--- src/rtl/mt_ctx_pkg.sv ---
package mt_ctx_pkg;

    // sizes
    localparam int CTX_NUM = 8;
    localparam int CTX_W   = 3;
    localparam int VP_W    = 2;
    localparam int QUAL_W  = 31;
    localparam int ADDR_W  = 8;
    localparam int IDX_W   = 10;

    // register offsets
    localparam logic [ADDR_W-1:0] OFF_VPCTL   = 8'h00;
    localparam logic [ADDR_W-1:0] OFF_QMASK   = 8'h04;
    localparam logic [ADDR_W-1:0] OFF_CONFIG  = 8'h08;
    localparam logic [ADDR_W-1:0] OFF_ACTIVE  = 8'h0C;
    localparam logic [ADDR_W-1:0] OFF_DYNALOC = 8'h10;
    localparam logic [ADDR_W-1:0] OFF_SCHEDEN = 8'h14;
    localparam logic [ADDR_W-1:0] OFF_BINDING = 8'h18;
    localparam logic [ADDR_W-1:0] OFF_HALT    = 8'h1C;
    localparam logic [ADDR_W-1:0] OFF_STATUS  = 8'h20;

    // field positions
    localparam int VPCTL_TARGET_LSB = 0;
    localparam int VPCTL_YSI_BIT    = 15;
    localparam int VPCTL_EXC_LSB    = 16;
    localparam int CFG_MVP_BIT      = 0;
    localparam int CFG_MT_BIT       = 1;
    localparam int CFG_AT_LSB       = 2;
    localparam int CFG_FR_BIT       = 4;
    localparam int CFG_HIGH_LSB     = 8;
    localparam int STAT_BLOCKED_BIT = 0;
    localparam int STAT_CTX_LSB     = 8;

    // reset values
    localparam logic [31:0] RST_VPCTL   = 32'h0000_0000;
    localparam logic [31:0] RST_QMASK   = 32'h0000_0000;
    localparam logic [31:0] RST_CONFIG  = 32'h0000_0703;
    localparam logic [31:0] RST_ACTIVE  = 32'h0000_0001;
    localparam logic [31:0] RST_DYNALOC = 32'h0000_00FF;
    localparam logic [31:0] RST_SCHEDEN = 32'h0000_0000;
    localparam logic [31:0] RST_BINDING = 32'h0000_0000;
    localparam logic [31:0] RST_HALT    = 32'h0000_0000;

    // thread exception codes
    localparam logic [2:0] EXC_UNDERFLOW    = 3'h0;
    localparam logic [2:0] EXC_INVALID_QUAL = 3'h2;
    localparam logic [2:0] EXC_SCHED        = 3'h4;

    // special descriptors
    localparam logic [31:0] DESC_DEALLOC = 32'h0000_0000;
    localparam logic [31:0] DESC_RESCHED = 32'hFFFF_FFFF;
    localparam logic [31:0] DESC_POLL    = 32'hFFFF_FFFE;

    // halt register of the target context in the privileged space
    localparam logic [4:0] HALT_REG_NUM = 5'h02;
    localparam logic [2:0] HALT_REG_SEL = 3'h4;

    typedef enum logic {OP_MOVE, OP_YIELD} op_type;

    typedef enum logic [3:0] {
        DST_CPR, DST_GPR, DST_ACC_LO, DST_ACC_HI, DST_ACC_X, DST_ACC_CTRL,
        DST_FPR, DST_FP_CONTROL_REGS, DST_COP2_DATA, DST_COP2_CTRL
    } dest_type;

    typedef enum logic [1:0] {EXK_NONE, EXK_COP_UNUSABLE, EXK_RESERVED, EXK_THREAD} exc_kind_type;

    typedef enum logic {ST_IDLE = 1'b0, ST_BLOCKED = 1'b1} fsm_type;

    typedef struct packed {
        logic             valid;
        op_type           op;
        logic [CTX_W-1:0] issuer;
        logic             cop_usable;
        logic [31:0]      value;
        logic [4:0]       rd;
        logic [4:0]       rx;
        logic             u;
        logic [2:0]       sel;
        logic             h;
    } cmd_type;

    typedef struct packed {
        logic             valid;
        dest_type         dest;
        logic [CTX_W-1:0] ctx;
        logic [IDX_W-1:0] index;
        logic [2:0]       sel;
        logic             half;
        logic [31:0]      data;
    } wr_type;

    typedef struct packed {
        logic        valid;
        logic        write;
        logic [4:0]  rd;
        logic [31:0] value;
    } result_type;

    typedef struct packed {
        logic         valid;
        exc_kind_type kind;
        logic [2:0]   code;
    } exc_type;

endpackage

--- src/rtl/mt_dest_decode.sv ---
`timescale 1ns/1ps
`default_nettype none
module mt_dest_decode
    import mt_ctx_pkg::*;
(
    // instruction fields
    input  wire logic             u,
    input  wire logic [2:0]       sel,
    input  wire logic [4:0]       rd,
    input  wire logic [4:0]       rx,
    input  wire logic             h,
    // floating-point width mode
    input  wire logic [1:0]       arch_type_field,
    input  wire logic             fp_reg_mode_bit,
    // decoded destination
    output dest_type              dest,
    output logic [IDX_W-1:0]      index,
    output logic                  half,
    output logic                  undef
);
    logic fp_match;
    logic fp_split;

    // register widths match, or 32-bit general beside 64-bit floating
    assign fp_match = (arch_type_field == 2'h0 && !fp_reg_mode_bit) ||
                      arch_type_field == 2'h1 || arch_type_field == 2'h2;
    assign fp_split = arch_type_field == 2'h0 && fp_reg_mode_bit;

    // destination decode by unit, select and destination field
    always_comb begin
        dest  = DST_CPR;
        index = {5'h00, rd};
        half  = h;
        undef = 1'b0;
        if (!u) begin
            dest = DST_CPR;
        end else begin
            unique case (sel)
                3'h0: dest = DST_GPR;
                3'h1: begin
                    // accumulator number sits in rd[3:2], part in rd[1:0]
                    index = {8'h00, rd[3:2]};
                    if (rd == 5'h10) begin
                        dest = DST_ACC_CTRL;
                    end else if (rd[4] || rd[1:0] == 2'h3) begin
                        undef = 1'b1;
                    end else begin
                        unique case (rd[1:0])
                            2'h0: dest = DST_ACC_LO;
                            2'h1: dest = DST_ACC_HI;
                            default: dest = DST_ACC_X;
                        endcase
                    end
                end
                3'h2: begin
                    dest = DST_FPR;
                    if (fp_match) begin
                        half  = 1'b0;
                        undef = h;
                    end else if (!fp_split) begin
                        undef = 1'b1;
                    end
                end
                3'h3: dest = DST_FP_CONTROL_REGS;
                3'h4: begin
                    dest  = DST_COP2_DATA;
                    index = {rx, rd};
                end
                3'h5: begin
                    dest  = DST_COP2_CTRL;
                    index = {rx, rd};
                end
                default: undef = 1'b1;
            endcase
        end
    end
endmodule
`default_nettype wire

--- src/rtl/mt_ctx_scan.sv ---
`timescale 1ns/1ps
`default_nettype none
module mt_ctx_scan
    import mt_ctx_pkg::*;
#(
    parameter int NCTX = CTX_NUM
)(
    // per-context state
    input  wire logic [NCTX-1:0]           activated,
    input  wire logic [NCTX-1:0]           dyn_alloc_allowed,
    input  wire logic [NCTX-1:0]           halted,
    input  wire logic [NCTX-1:0][VP_W-1:0] binding,
    // the issuing context and the highest implemented context index
    input  wire logic [CTX_W-1:0]          issuer,
    input  wire logic [CTX_W-1:0]          highest_ctx_index,
    // another context could take over
    output logic                           other_ok
);
    logic [NCTX-1:0] cand;

    // one candidate test per context, limited to implemented contexts
    for (genvar t = 0; t < NCTX; t++) begin : g_ctx
        assign cand[t] = t <= int'(highest_ctx_index) && t != int'(issuer) &&
                         binding[t] == binding[issuer] && dyn_alloc_allowed[t] &&
                         !halted[t] && activated[t];
    end

    assign other_ok = |cand;
endmodule
`default_nettype wire

--- src/rtl/mt_ctx_unit.sv ---
// Function
// - halt bit written by move persists until rewritten
// - move is no-op on foreign binding without privilege, or out of range
// - half-select picks bits 63..32, no sign extension
// - unit 0 privileged register, unit 1 select 0 general
// - select 1 decodes accumulator parts and control
// - select 2 writes floating register, full or half
// - selects 3, 4, 5 floating control, coprocessor two
// - move raises only unusable or reserved exceptions
// - target context comes from control register index
// - zero descriptor deallocates issuer, clears activated
// - minus one descriptor invokes the scheduler
// - minus two descriptor only returns qualifier vector
// - positive descriptor is masked qualifier bit vector
// - positive descriptor blocks until enabled qualifier matches
// - completion writes masked qualifiers unless destination zero
// - unmasked qualifier bit raises thread exception code 2
// - zero descriptor with no other runnable context raises underflow code 0
// - intercept bits both set raise code 4
// - yield without multithreading raises reserved instruction
//
// The implementer's own choices: the register offsets and the address-and-strobe port.
`timescale 1ns/1ps
`default_nettype none
module mt_ctx_unit
    import mt_ctx_pkg::*;
#(
    parameter int NCTX = CTX_NUM
)(
    // clock and reset
    input  wire logic              mclk,
    input  wire logic              rst,
    // register port
    input  wire logic [ADDR_W-1:0] reg_addr,
    input  wire logic [31:0]       reg_wdata,
    input  wire logic              reg_wr,
    input  wire logic              reg_rd,
    output logic [31:0]            reg_rdata,
    // instruction issue
    input  wire cmd_type           cmd,
    output logic                   cmd_ready,
    // qualifier inputs
    input  wire logic [QUAL_W-1:0] yield_qualifier_bits,
    // effects
    output wr_type                 ctx_wr,
    output result_type             result,
    output exc_type                exc,
    output logic                   sched_req
);
    typedef struct packed {
        fsm_type                   fsm;
        logic [CTX_W-1:0]          target_ctx_index;
        logic                      yield_sched_intercept;
        logic [2:0]                thread_exc_code;
        logic [QUAL_W-1:0]         qualifier_enable_mask;
        logic                      multi_vp_privilege;
        logic                      mt_supported;
        logic [1:0]                arch_type_field;
        logic                      fp_reg_mode_bit;
        logic [CTX_W-1:0]          highest_ctx_index;
        logic [NCTX-1:0]           activated;
        logic [NCTX-1:0]           dyn_alloc_allowed;
        logic [NCTX-1:0]           ctx_sched_intercept_enable;
        logic [NCTX-1:0][VP_W-1:0] ctx_vp_binding;
        logic [NCTX-1:0]           ctx_halt_bit;
        logic [QUAL_W-1:0]         wait_desc;
        logic [4:0]                wait_rd;
        logic [CTX_W-1:0]          wait_ctx;
        logic [31:0]               rdata;
        wr_type                    wr;
        result_type                res;
        exc_type                   ex;
        logic                      sched;
    } state_type;

    state_type s_q;
    state_type s_d;

    dest_type         dec_dest;
    logic [IDX_W-1:0] dec_index;
    logic             dec_half;
    logic             dec_undef;
    logic             other_ok;
    logic [31:0]      desc;
    logic [QUAL_W-1:0] enabled_q;
    logic [31:0]      poll_value;

    mt_dest_decode u_dec (
        .u               (cmd.u),
        .sel             (cmd.sel),
        .rd              (cmd.rd),
        .rx              (cmd.rx),
        .h               (cmd.h),
        .arch_type_field (s_q.arch_type_field),
        .fp_reg_mode_bit (s_q.fp_reg_mode_bit),
        .dest            (dec_dest),
        .index           (dec_index),
        .half            (dec_half),
        .undef           (dec_undef)
    );

    mt_ctx_scan #(.NCTX(NCTX)) u_scan (
        .activated         (s_q.activated),
        .dyn_alloc_allowed (s_q.dyn_alloc_allowed),
        .halted            (s_q.ctx_halt_bit),
        .binding           (s_q.ctx_vp_binding),
        .issuer            (cmd.issuer),
        .highest_ctx_index (s_q.highest_ctx_index),
        .other_ok          (other_ok)
    );

    // qualifier inputs as seen through the mask; unmasked bits read zero
    assign desc       = cmd.value;
    assign enabled_q  = yield_qualifier_bits & s_q.qualifier_enable_mask;
    assign poll_value = {1'b0, enabled_q};

    // register writes, instruction execution and read data
    always_comb begin
        s_d       = s_q;
        s_d.wr    = '0;
        s_d.res   = '0;
        s_d.ex    = '0;
        s_d.sched = 1'b0;
        s_d.rdata = 32'h0000_0000;

        // software writes; an instruction in the same cycle wins below
        if (reg_wr) begin
            unique case (reg_addr)
                OFF_VPCTL: begin
                    s_d.target_ctx_index      = reg_wdata[VPCTL_TARGET_LSB +: CTX_W];
                    s_d.yield_sched_intercept = reg_wdata[VPCTL_YSI_BIT];
                end
                OFF_QMASK: s_d.qualifier_enable_mask = reg_wdata[QUAL_W-1:0];
                OFF_CONFIG: begin
                    s_d.multi_vp_privilege = reg_wdata[CFG_MVP_BIT];
                    s_d.mt_supported       = reg_wdata[CFG_MT_BIT];
                    s_d.arch_type_field    = reg_wdata[CFG_AT_LSB +: 2];
                    s_d.fp_reg_mode_bit    = reg_wdata[CFG_FR_BIT];
                    s_d.highest_ctx_index  = reg_wdata[CFG_HIGH_LSB +: CTX_W];
                end
                OFF_ACTIVE:  s_d.activated = reg_wdata[NCTX-1:0];
                OFF_DYNALOC: s_d.dyn_alloc_allowed = reg_wdata[NCTX-1:0];
                OFF_SCHEDEN: s_d.ctx_sched_intercept_enable = reg_wdata[NCTX-1:0];
                OFF_BINDING: s_d.ctx_vp_binding = reg_wdata[NCTX*VP_W-1:0];
                OFF_HALT:    s_d.ctx_halt_bit = reg_wdata[NCTX-1:0];
                default: ;
            endcase
        end

        unique case (s_q.fsm)
            ST_IDLE: begin
                if (cmd.valid && cmd.op == OP_MOVE) begin
                    if (!s_q.mt_supported) begin
                        s_d.ex = '{1'b1, EXK_RESERVED, 3'h0};
                    end else if (!cmd.cop_usable) begin
                        s_d.ex = '{1'b1, EXK_COP_UNUSABLE, 3'h0};
                    end else if ((!s_q.multi_vp_privilege &&
                                  s_q.ctx_vp_binding[s_q.target_ctx_index] != s_q.ctx_vp_binding[cmd.issuer]) ||
                                 s_q.target_ctx_index > s_q.highest_ctx_index) begin
                        s_d.wr.valid = 1'b0;
                    end else if (!dec_undef) begin
                        // reserved encodings write nothing
                        s_d.wr.valid = 1'b1;
                        s_d.wr.dest  = dec_dest;
                        s_d.wr.ctx   = s_q.target_ctx_index;
                        s_d.wr.index = dec_index;
                        s_d.wr.sel   = cmd.sel;
                        s_d.wr.half  = dec_half;
                        s_d.wr.data  = cmd.value;
                        // the halt bit is held here so it cannot fade
                        if (!cmd.u && cmd.rd == HALT_REG_NUM && cmd.sel == HALT_REG_SEL) begin
                            s_d.ctx_halt_bit[s_q.target_ctx_index] = cmd.value[0];
                        end
                    end
                end else if (cmd.valid && cmd.op == OP_YIELD) begin
                    s_d.res = '{1'b0, cmd.rd != 5'h00, cmd.rd, poll_value};
                    if (!s_q.mt_supported) begin
                        s_d.ex = '{1'b1, EXK_RESERVED, 3'h0};
                    end else if (desc == DESC_POLL || $signed(desc) < $signed(DESC_POLL)) begin
                        s_d.res.valid = 1'b1;
                    end else if (desc == DESC_DEALLOC && !other_ok) begin
                        s_d.ex = '{1'b1, EXK_THREAD, EXC_UNDERFLOW};
                        s_d.thread_exc_code = EXC_UNDERFLOW;
                    end else if (!desc[31] && desc != DESC_DEALLOC &&
                                 (desc[QUAL_W-1:0] & ~s_q.qualifier_enable_mask) != '0) begin
                        s_d.ex = '{1'b1, EXK_THREAD, EXC_INVALID_QUAL};
                        s_d.thread_exc_code = EXC_INVALID_QUAL;
                    end else if (s_q.yield_sched_intercept &&
                                 s_q.ctx_sched_intercept_enable[cmd.issuer]) begin
                        s_d.ex = '{1'b1, EXK_THREAD, EXC_SCHED};
                        s_d.thread_exc_code = EXC_SCHED;
                    end else if (desc == DESC_DEALLOC) begin
                        s_d.activated[cmd.issuer] = 1'b0;
                        s_d.sched     = 1'b1;
                        s_d.res.valid = 1'b1;
                    end else if (desc == DESC_RESCHED) begin
                        s_d.sched     = 1'b1;
                        s_d.res.valid = 1'b1;
                    end else if ((desc[QUAL_W-1:0] & enabled_q) != '0) begin
                        s_d.res.valid = 1'b1;
                        s_d.sched     = 1'b1;
                    end else begin
                        // park the thread until a matching qualifier fires
                        s_d.fsm       = ST_BLOCKED;
                        s_d.wait_desc = desc[QUAL_W-1:0];
                        s_d.wait_rd   = cmd.rd;
                        s_d.wait_ctx  = cmd.issuer;
                        s_d.sched     = 1'b1;
                    end
                end
            end
            ST_BLOCKED: begin
                // the unit is held, so a move behind it stalls as well
                if ((s_q.wait_desc & enabled_q) != '0) begin
                    s_d.fsm = ST_IDLE;
                    s_d.res = '{1'b1, s_q.wait_rd != 5'h00, s_q.wait_rd, poll_value};
                    s_d.sched = 1'b1;
                end
            end
        endcase

        // read data in the cycle after the strobe
        if (reg_rd) begin
            unique case (reg_addr)
                OFF_VPCTL: begin
                    s_d.rdata[VPCTL_TARGET_LSB +: CTX_W] = s_q.target_ctx_index;
                    s_d.rdata[VPCTL_YSI_BIT]             = s_q.yield_sched_intercept;
                    s_d.rdata[VPCTL_EXC_LSB +: 3]        = s_q.thread_exc_code;
                end
                OFF_QMASK: s_d.rdata[QUAL_W-1:0] = s_q.qualifier_enable_mask;
                OFF_CONFIG: begin
                    s_d.rdata[CFG_MVP_BIT]             = s_q.multi_vp_privilege;
                    s_d.rdata[CFG_MT_BIT]              = s_q.mt_supported;
                    s_d.rdata[CFG_AT_LSB +: 2]         = s_q.arch_type_field;
                    s_d.rdata[CFG_FR_BIT]              = s_q.fp_reg_mode_bit;
                    s_d.rdata[CFG_HIGH_LSB +: CTX_W]   = s_q.highest_ctx_index;
                end
                OFF_ACTIVE:  s_d.rdata[NCTX-1:0] = s_q.activated;
                OFF_DYNALOC: s_d.rdata[NCTX-1:0] = s_q.dyn_alloc_allowed;
                OFF_SCHEDEN: s_d.rdata[NCTX-1:0] = s_q.ctx_sched_intercept_enable;
                OFF_BINDING: s_d.rdata[NCTX*VP_W-1:0] = s_q.ctx_vp_binding;
                OFF_HALT:    s_d.rdata[NCTX-1:0] = s_q.ctx_halt_bit;
                OFF_STATUS: begin
                    s_d.rdata[STAT_BLOCKED_BIT]         = s_q.fsm == ST_BLOCKED;
                    s_d.rdata[STAT_CTX_LSB +: CTX_W]    = s_q.wait_ctx;
                end
                default: ;
            endcase
        end
    end

    // state register
    always_ff @(posedge mclk or posedge rst) begin
        if (rst) begin
            s_q                            <= '0;
            s_q.fsm                        <= ST_IDLE;
            s_q.target_ctx_index           <= RST_VPCTL[VPCTL_TARGET_LSB +: CTX_W];
            s_q.yield_sched_intercept      <= RST_VPCTL[VPCTL_YSI_BIT];
            s_q.thread_exc_code            <= RST_VPCTL[VPCTL_EXC_LSB +: 3];
            s_q.qualifier_enable_mask      <= RST_QMASK[QUAL_W-1:0];
            s_q.multi_vp_privilege         <= RST_CONFIG[CFG_MVP_BIT];
            s_q.mt_supported               <= RST_CONFIG[CFG_MT_BIT];
            s_q.arch_type_field            <= RST_CONFIG[CFG_AT_LSB +: 2];
            s_q.fp_reg_mode_bit            <= RST_CONFIG[CFG_FR_BIT];
            s_q.highest_ctx_index          <= RST_CONFIG[CFG_HIGH_LSB +: CTX_W];
            s_q.activated                  <= RST_ACTIVE[NCTX-1:0];
            s_q.dyn_alloc_allowed          <= RST_DYNALOC[NCTX-1:0];
            s_q.ctx_sched_intercept_enable <= RST_SCHEDEN[NCTX-1:0];
            s_q.ctx_vp_binding             <= RST_BINDING[NCTX*VP_W-1:0];
            s_q.ctx_halt_bit               <= RST_HALT[NCTX-1:0];
        end else begin
            s_q <= s_d;
        end
    end

    // outputs straight from the state flops
    assign reg_rdata = s_q.rdata;
    assign cmd_ready = s_q.fsm == ST_IDLE;
    assign ctx_wr    = s_q.wr;
    assign result    = s_q.res;
    assign exc       = s_q.ex;
    assign sched_req = s_q.sched;
endmodule
`default_nettype wire

--- config.mk ---
export PLATFORM = sky130hd
export DESIGN_NAME = mt_ctx_unit
export DESIGN_NICKNAME = d
export VERILOG_FILES = /design/src/rtl/mt_ctx_pkg.sv /design/src/rtl/mt_dest_decode.sv /design/src/rtl/mt_ctx_scan.sv /design/src/rtl/mt_ctx_unit.sv
export SDC_FILE = /design/constraint.sdc
export NUM_CORES = 1
export LEC_CHECK = 0
export BUFFER_PORTS_ARGS = -buffer_cell sky130_fd_sc_hd__buf_2
export CELL_PAD_IN_SITES_DETAIL_PLACEMENT = 1
export CELL_PAD_IN_SITES_GLOBAL_PLACEMENT = 1
export CORE_UTILIZATION = 39
export CTS_CLUSTER_DIAMETER = 120
export DETAILED_ROUTE_END_ITERATION = 7
export PLACE_DENSITY = 0.85
export REMOVE_ABC_BUFFERS = 1
export SYNTH_ARGS = -nofsm -noshare
export SYNTH_HDL_FRONTEND = slang
export SYNTH_SLANG_ARGS = --single-unit
--- constraint.sdc ---
create_clock -name mclk -period 8.9 [get_ports mclk]
set_input_delay 1.78 -clock mclk [delete_from_list [all_inputs] [get_ports mclk]]
set_output_delay 1.78 -clock mclk [all_outputs]
set_load 0.05 [all_outputs]
==> metrics.txt <==
commonest cells in the netlist 248 x dfrtp_1, 134 x buf_4, 111 x mux2_2; clk slew on worst S/H paths 60 ps; Die ar. between 0.03 and 0.04 mm^2; post-cts sizing count 0; count leader, synth dfrtp_1; total track usage 25.7%; skew final 13.4 ps; CTS max path bufs 3; Cells after Synth between 1,000 and 1,500; first-pass iteration count of the detailed router 5; Layout area overhead 12.7%; TritonCTS clock tree built; Static Leak 7.49 nW; synthesized flop and latch total 262; peak supply drop between 0.1 and 0.15 mV; max incr delay on CP 780 ps; core area about 0.033 mm^2; FILL cells 3,659; CP cell instances buf_2, nand4_1, nor4_1, a21boi_1, nand3b_1, nand2b_1, nor3_2, buf_4, mux2_2; final WL roughly 44,000 um; WS Path Type input pin to register; Final min period 4960 ps; final design utilization 45.2%; Detailed Place HPWL around 31,000 um; initial antenna violation count 11; # rows 66; crit-path max FO 35; max-cap viol count 0; cell taking the most area after synthesis dfrtp_1; die height 186 um; status complete, no violations; library cells used by synthesis 77; Peak Freq 202 MHz; initial core utilization between 40% and 50%; Worst EP arrival 5390 ps; GRT overflow 0; placed cell area 0.0139 mm^2; vias in the first global route 10,800; Worst path slowest cell nor4_1; DRC errors left 0; Post-CTS Setup Inserts 0; syn_area_per_cell 11.1 um^2; top cells by area, synth dfrtp_1 47%, mux2_2 9.5%, buf_4 7.6%, mux2i_1 3.0%, dfstp_2 2.8%; Worst Setup End Kind register; CP top delay family simple AND/OR/NAND/NOR gates; I/O pin count 261; pre-CTS setup slack 3560 ps; Routed Antenna Nets 0; worst path buffer plus inverter count 2; CTS root buffer clkbuf_16; PwrDens between 150 and 200 mW/mm^2; RSZ-0062 raised after global routing false; max-slew violations 0; Hold WC Path Type register to register; H-tree depth 1; total CTS buffers 28; Synth top area share a little under half; overall power around 2.7 mW; Slew headroom a little under a third; area of the mapped netlist roughly 0.013 mm^2; worst setup margin ~3900 ps; Final setup viols 0; # nets final 1,436; largest net degree at the start of global routing approximately 140; ys async rst share 100%; Post-synth EDFFs 0; Slew @ Worst Pin ~1000 ps; initial DRC count between 900 and 1,000; Die X 186 um; Hold-fix buffers, CTS 0; Syn. warnings 0; worst skew pair latency 550 ps; wire length per cell 24.8 um; Placer Congestion 0.940; top_reg_cell synth dfrtp_1; first-pass GRT wire length ~67,000 um; Tcrit/Tclk final between 50% and 60%; layout cells sized above 1 approximately a third; routed via count between 10,000 and 15,000; Critical Path RT about 9300 ps; via-per-instance ratio 5.75; crit path launch type input pin; WHS slightly below 500 ps; port buffer count 256; sequential area share after synthesis 49.9%; Finished Cell Area 0.0149 mm^2; Fin. Hold Viols 0; clock sink count about 260
area by class of cell:
cell class | count | area [um^2] | area share [%]
multi-input combinational | 706 | 5280 | 35.5
inverter | 40 | 158 | 1.06
sequential | 262 | 6570 | 44.2
antenna | 12 | 30.0 | 0.202
timing repair buffer | 267 | 1360 | 9.17
clock inverter | 7 | 43.8 | 0.295
clock buffer | 45 | 866 | 5.82
tap | 442 | 553 | 3.72
metal layers:
layer	vias to the layer above	global-route usage [%]	part of all wire [%]
met4	2	10.8	4.0
met1	5226	33.2	41
met3	121	5.17	7.9
met2	523	41.9	47
met5	-	0	0.029
li1	4365	-	-
placed cells by master (no fill, tap or decap), types with 9 or more instances in the layout:
cell       synthesis  layout
nand2_1           67      67
and3_1            19      19
nor4_1            21      21
mux2i_1           39      39
a22oi_1           36      36
buf_2             12     256
dfrtp_1          248     248
nor3_1            13      12
nand4_1           23      23
and2_1            41      41
a21oi_1           13      13
inv_1             38      37
mux2_2           111     111
clkbuf_16          0      29
diode_2            0      12
nor2_1            70      68
o2111ai_1          9       9
dfstp_2           14      14
mux4_2            11      11
a31oi_1           12      12
nand3_1           63      63
nand3b_1           9       9
buf_4            134      11
nand2b_1          22      22
registers in the layout (all words and copies together), names as in the netlist:
signal and count:
s_q 133, ctx_wr 54, result 38, reg_rdata 31, exc 5, sched_req 1
power breakdown:
| part | total [mW] | internal (mW) | leakage, nW | switching, mW |
|---|---|---|---|---|
| sequential | 1.28 | 1.23 | 3.58 | 0.0482 |
| clock | 1.15 | 0.664 | 0.445 | 0.482 |
| combinational | 0.243 | 0.0861 | 3.46 | 0.157 |
| total | 2.67 | 1.98 | 7.49 | 0.687 |
through the flow:
stage / std cells / setup TNS, ps
finish: 1781 / 0
detailed placement: 1717 / 0
global placement: 1717 / 0
CTS: 1769 / 0
global route: 1777 / 0
floorplan: 1008 / -17030
kinds of logic after synthesis:
| family | Yosys count | share of synthesized area [%] |
|---|---|---|
| xor+xnor | 16 | 1.06 |
| other cells | 1 | 0.0284 |
| simple gates | 377 | 15.0 |
| fa+ha+maj | 4 | 0.361 |
| compound gates | 139 | 8.44 |
| flops | 262 | 49.9 |
| mux | 167 | 14.9 |
| buf+inv | 219 | 10.3 |
path summary, 6_finish.rpt:
check / from / end / slack (ps) / cells past startpoint
worst max-delay path: cmd[46] / s_q[167]$_DFFE_PP0P_ / 3940 / 9
worst min-delay path: s_q[148]$_DFFE_PP0P_ / s_q[148]$_DFFE_PP0P_ / 500 / 1
worst max register to register: s_q[182]$_DFFE_PP0P_ / ctx_wr[43]$_DFF_PP0_ / 5300 / 8
worst min register to register: s_q[148]$_DFFE_PP0P_ / s_q[148]$_DFFE_PP0P_ / 500 / 1
max in group asynchronous: rst / reg_rdata[3]$_DFF_PP0_ / 5970 / 3
min in group asynchronous: rst / ctx_wr[25]$_DFF_PP0_ / 1440 / 2
No activity file was read; power rests on OpenSTA's default activity.
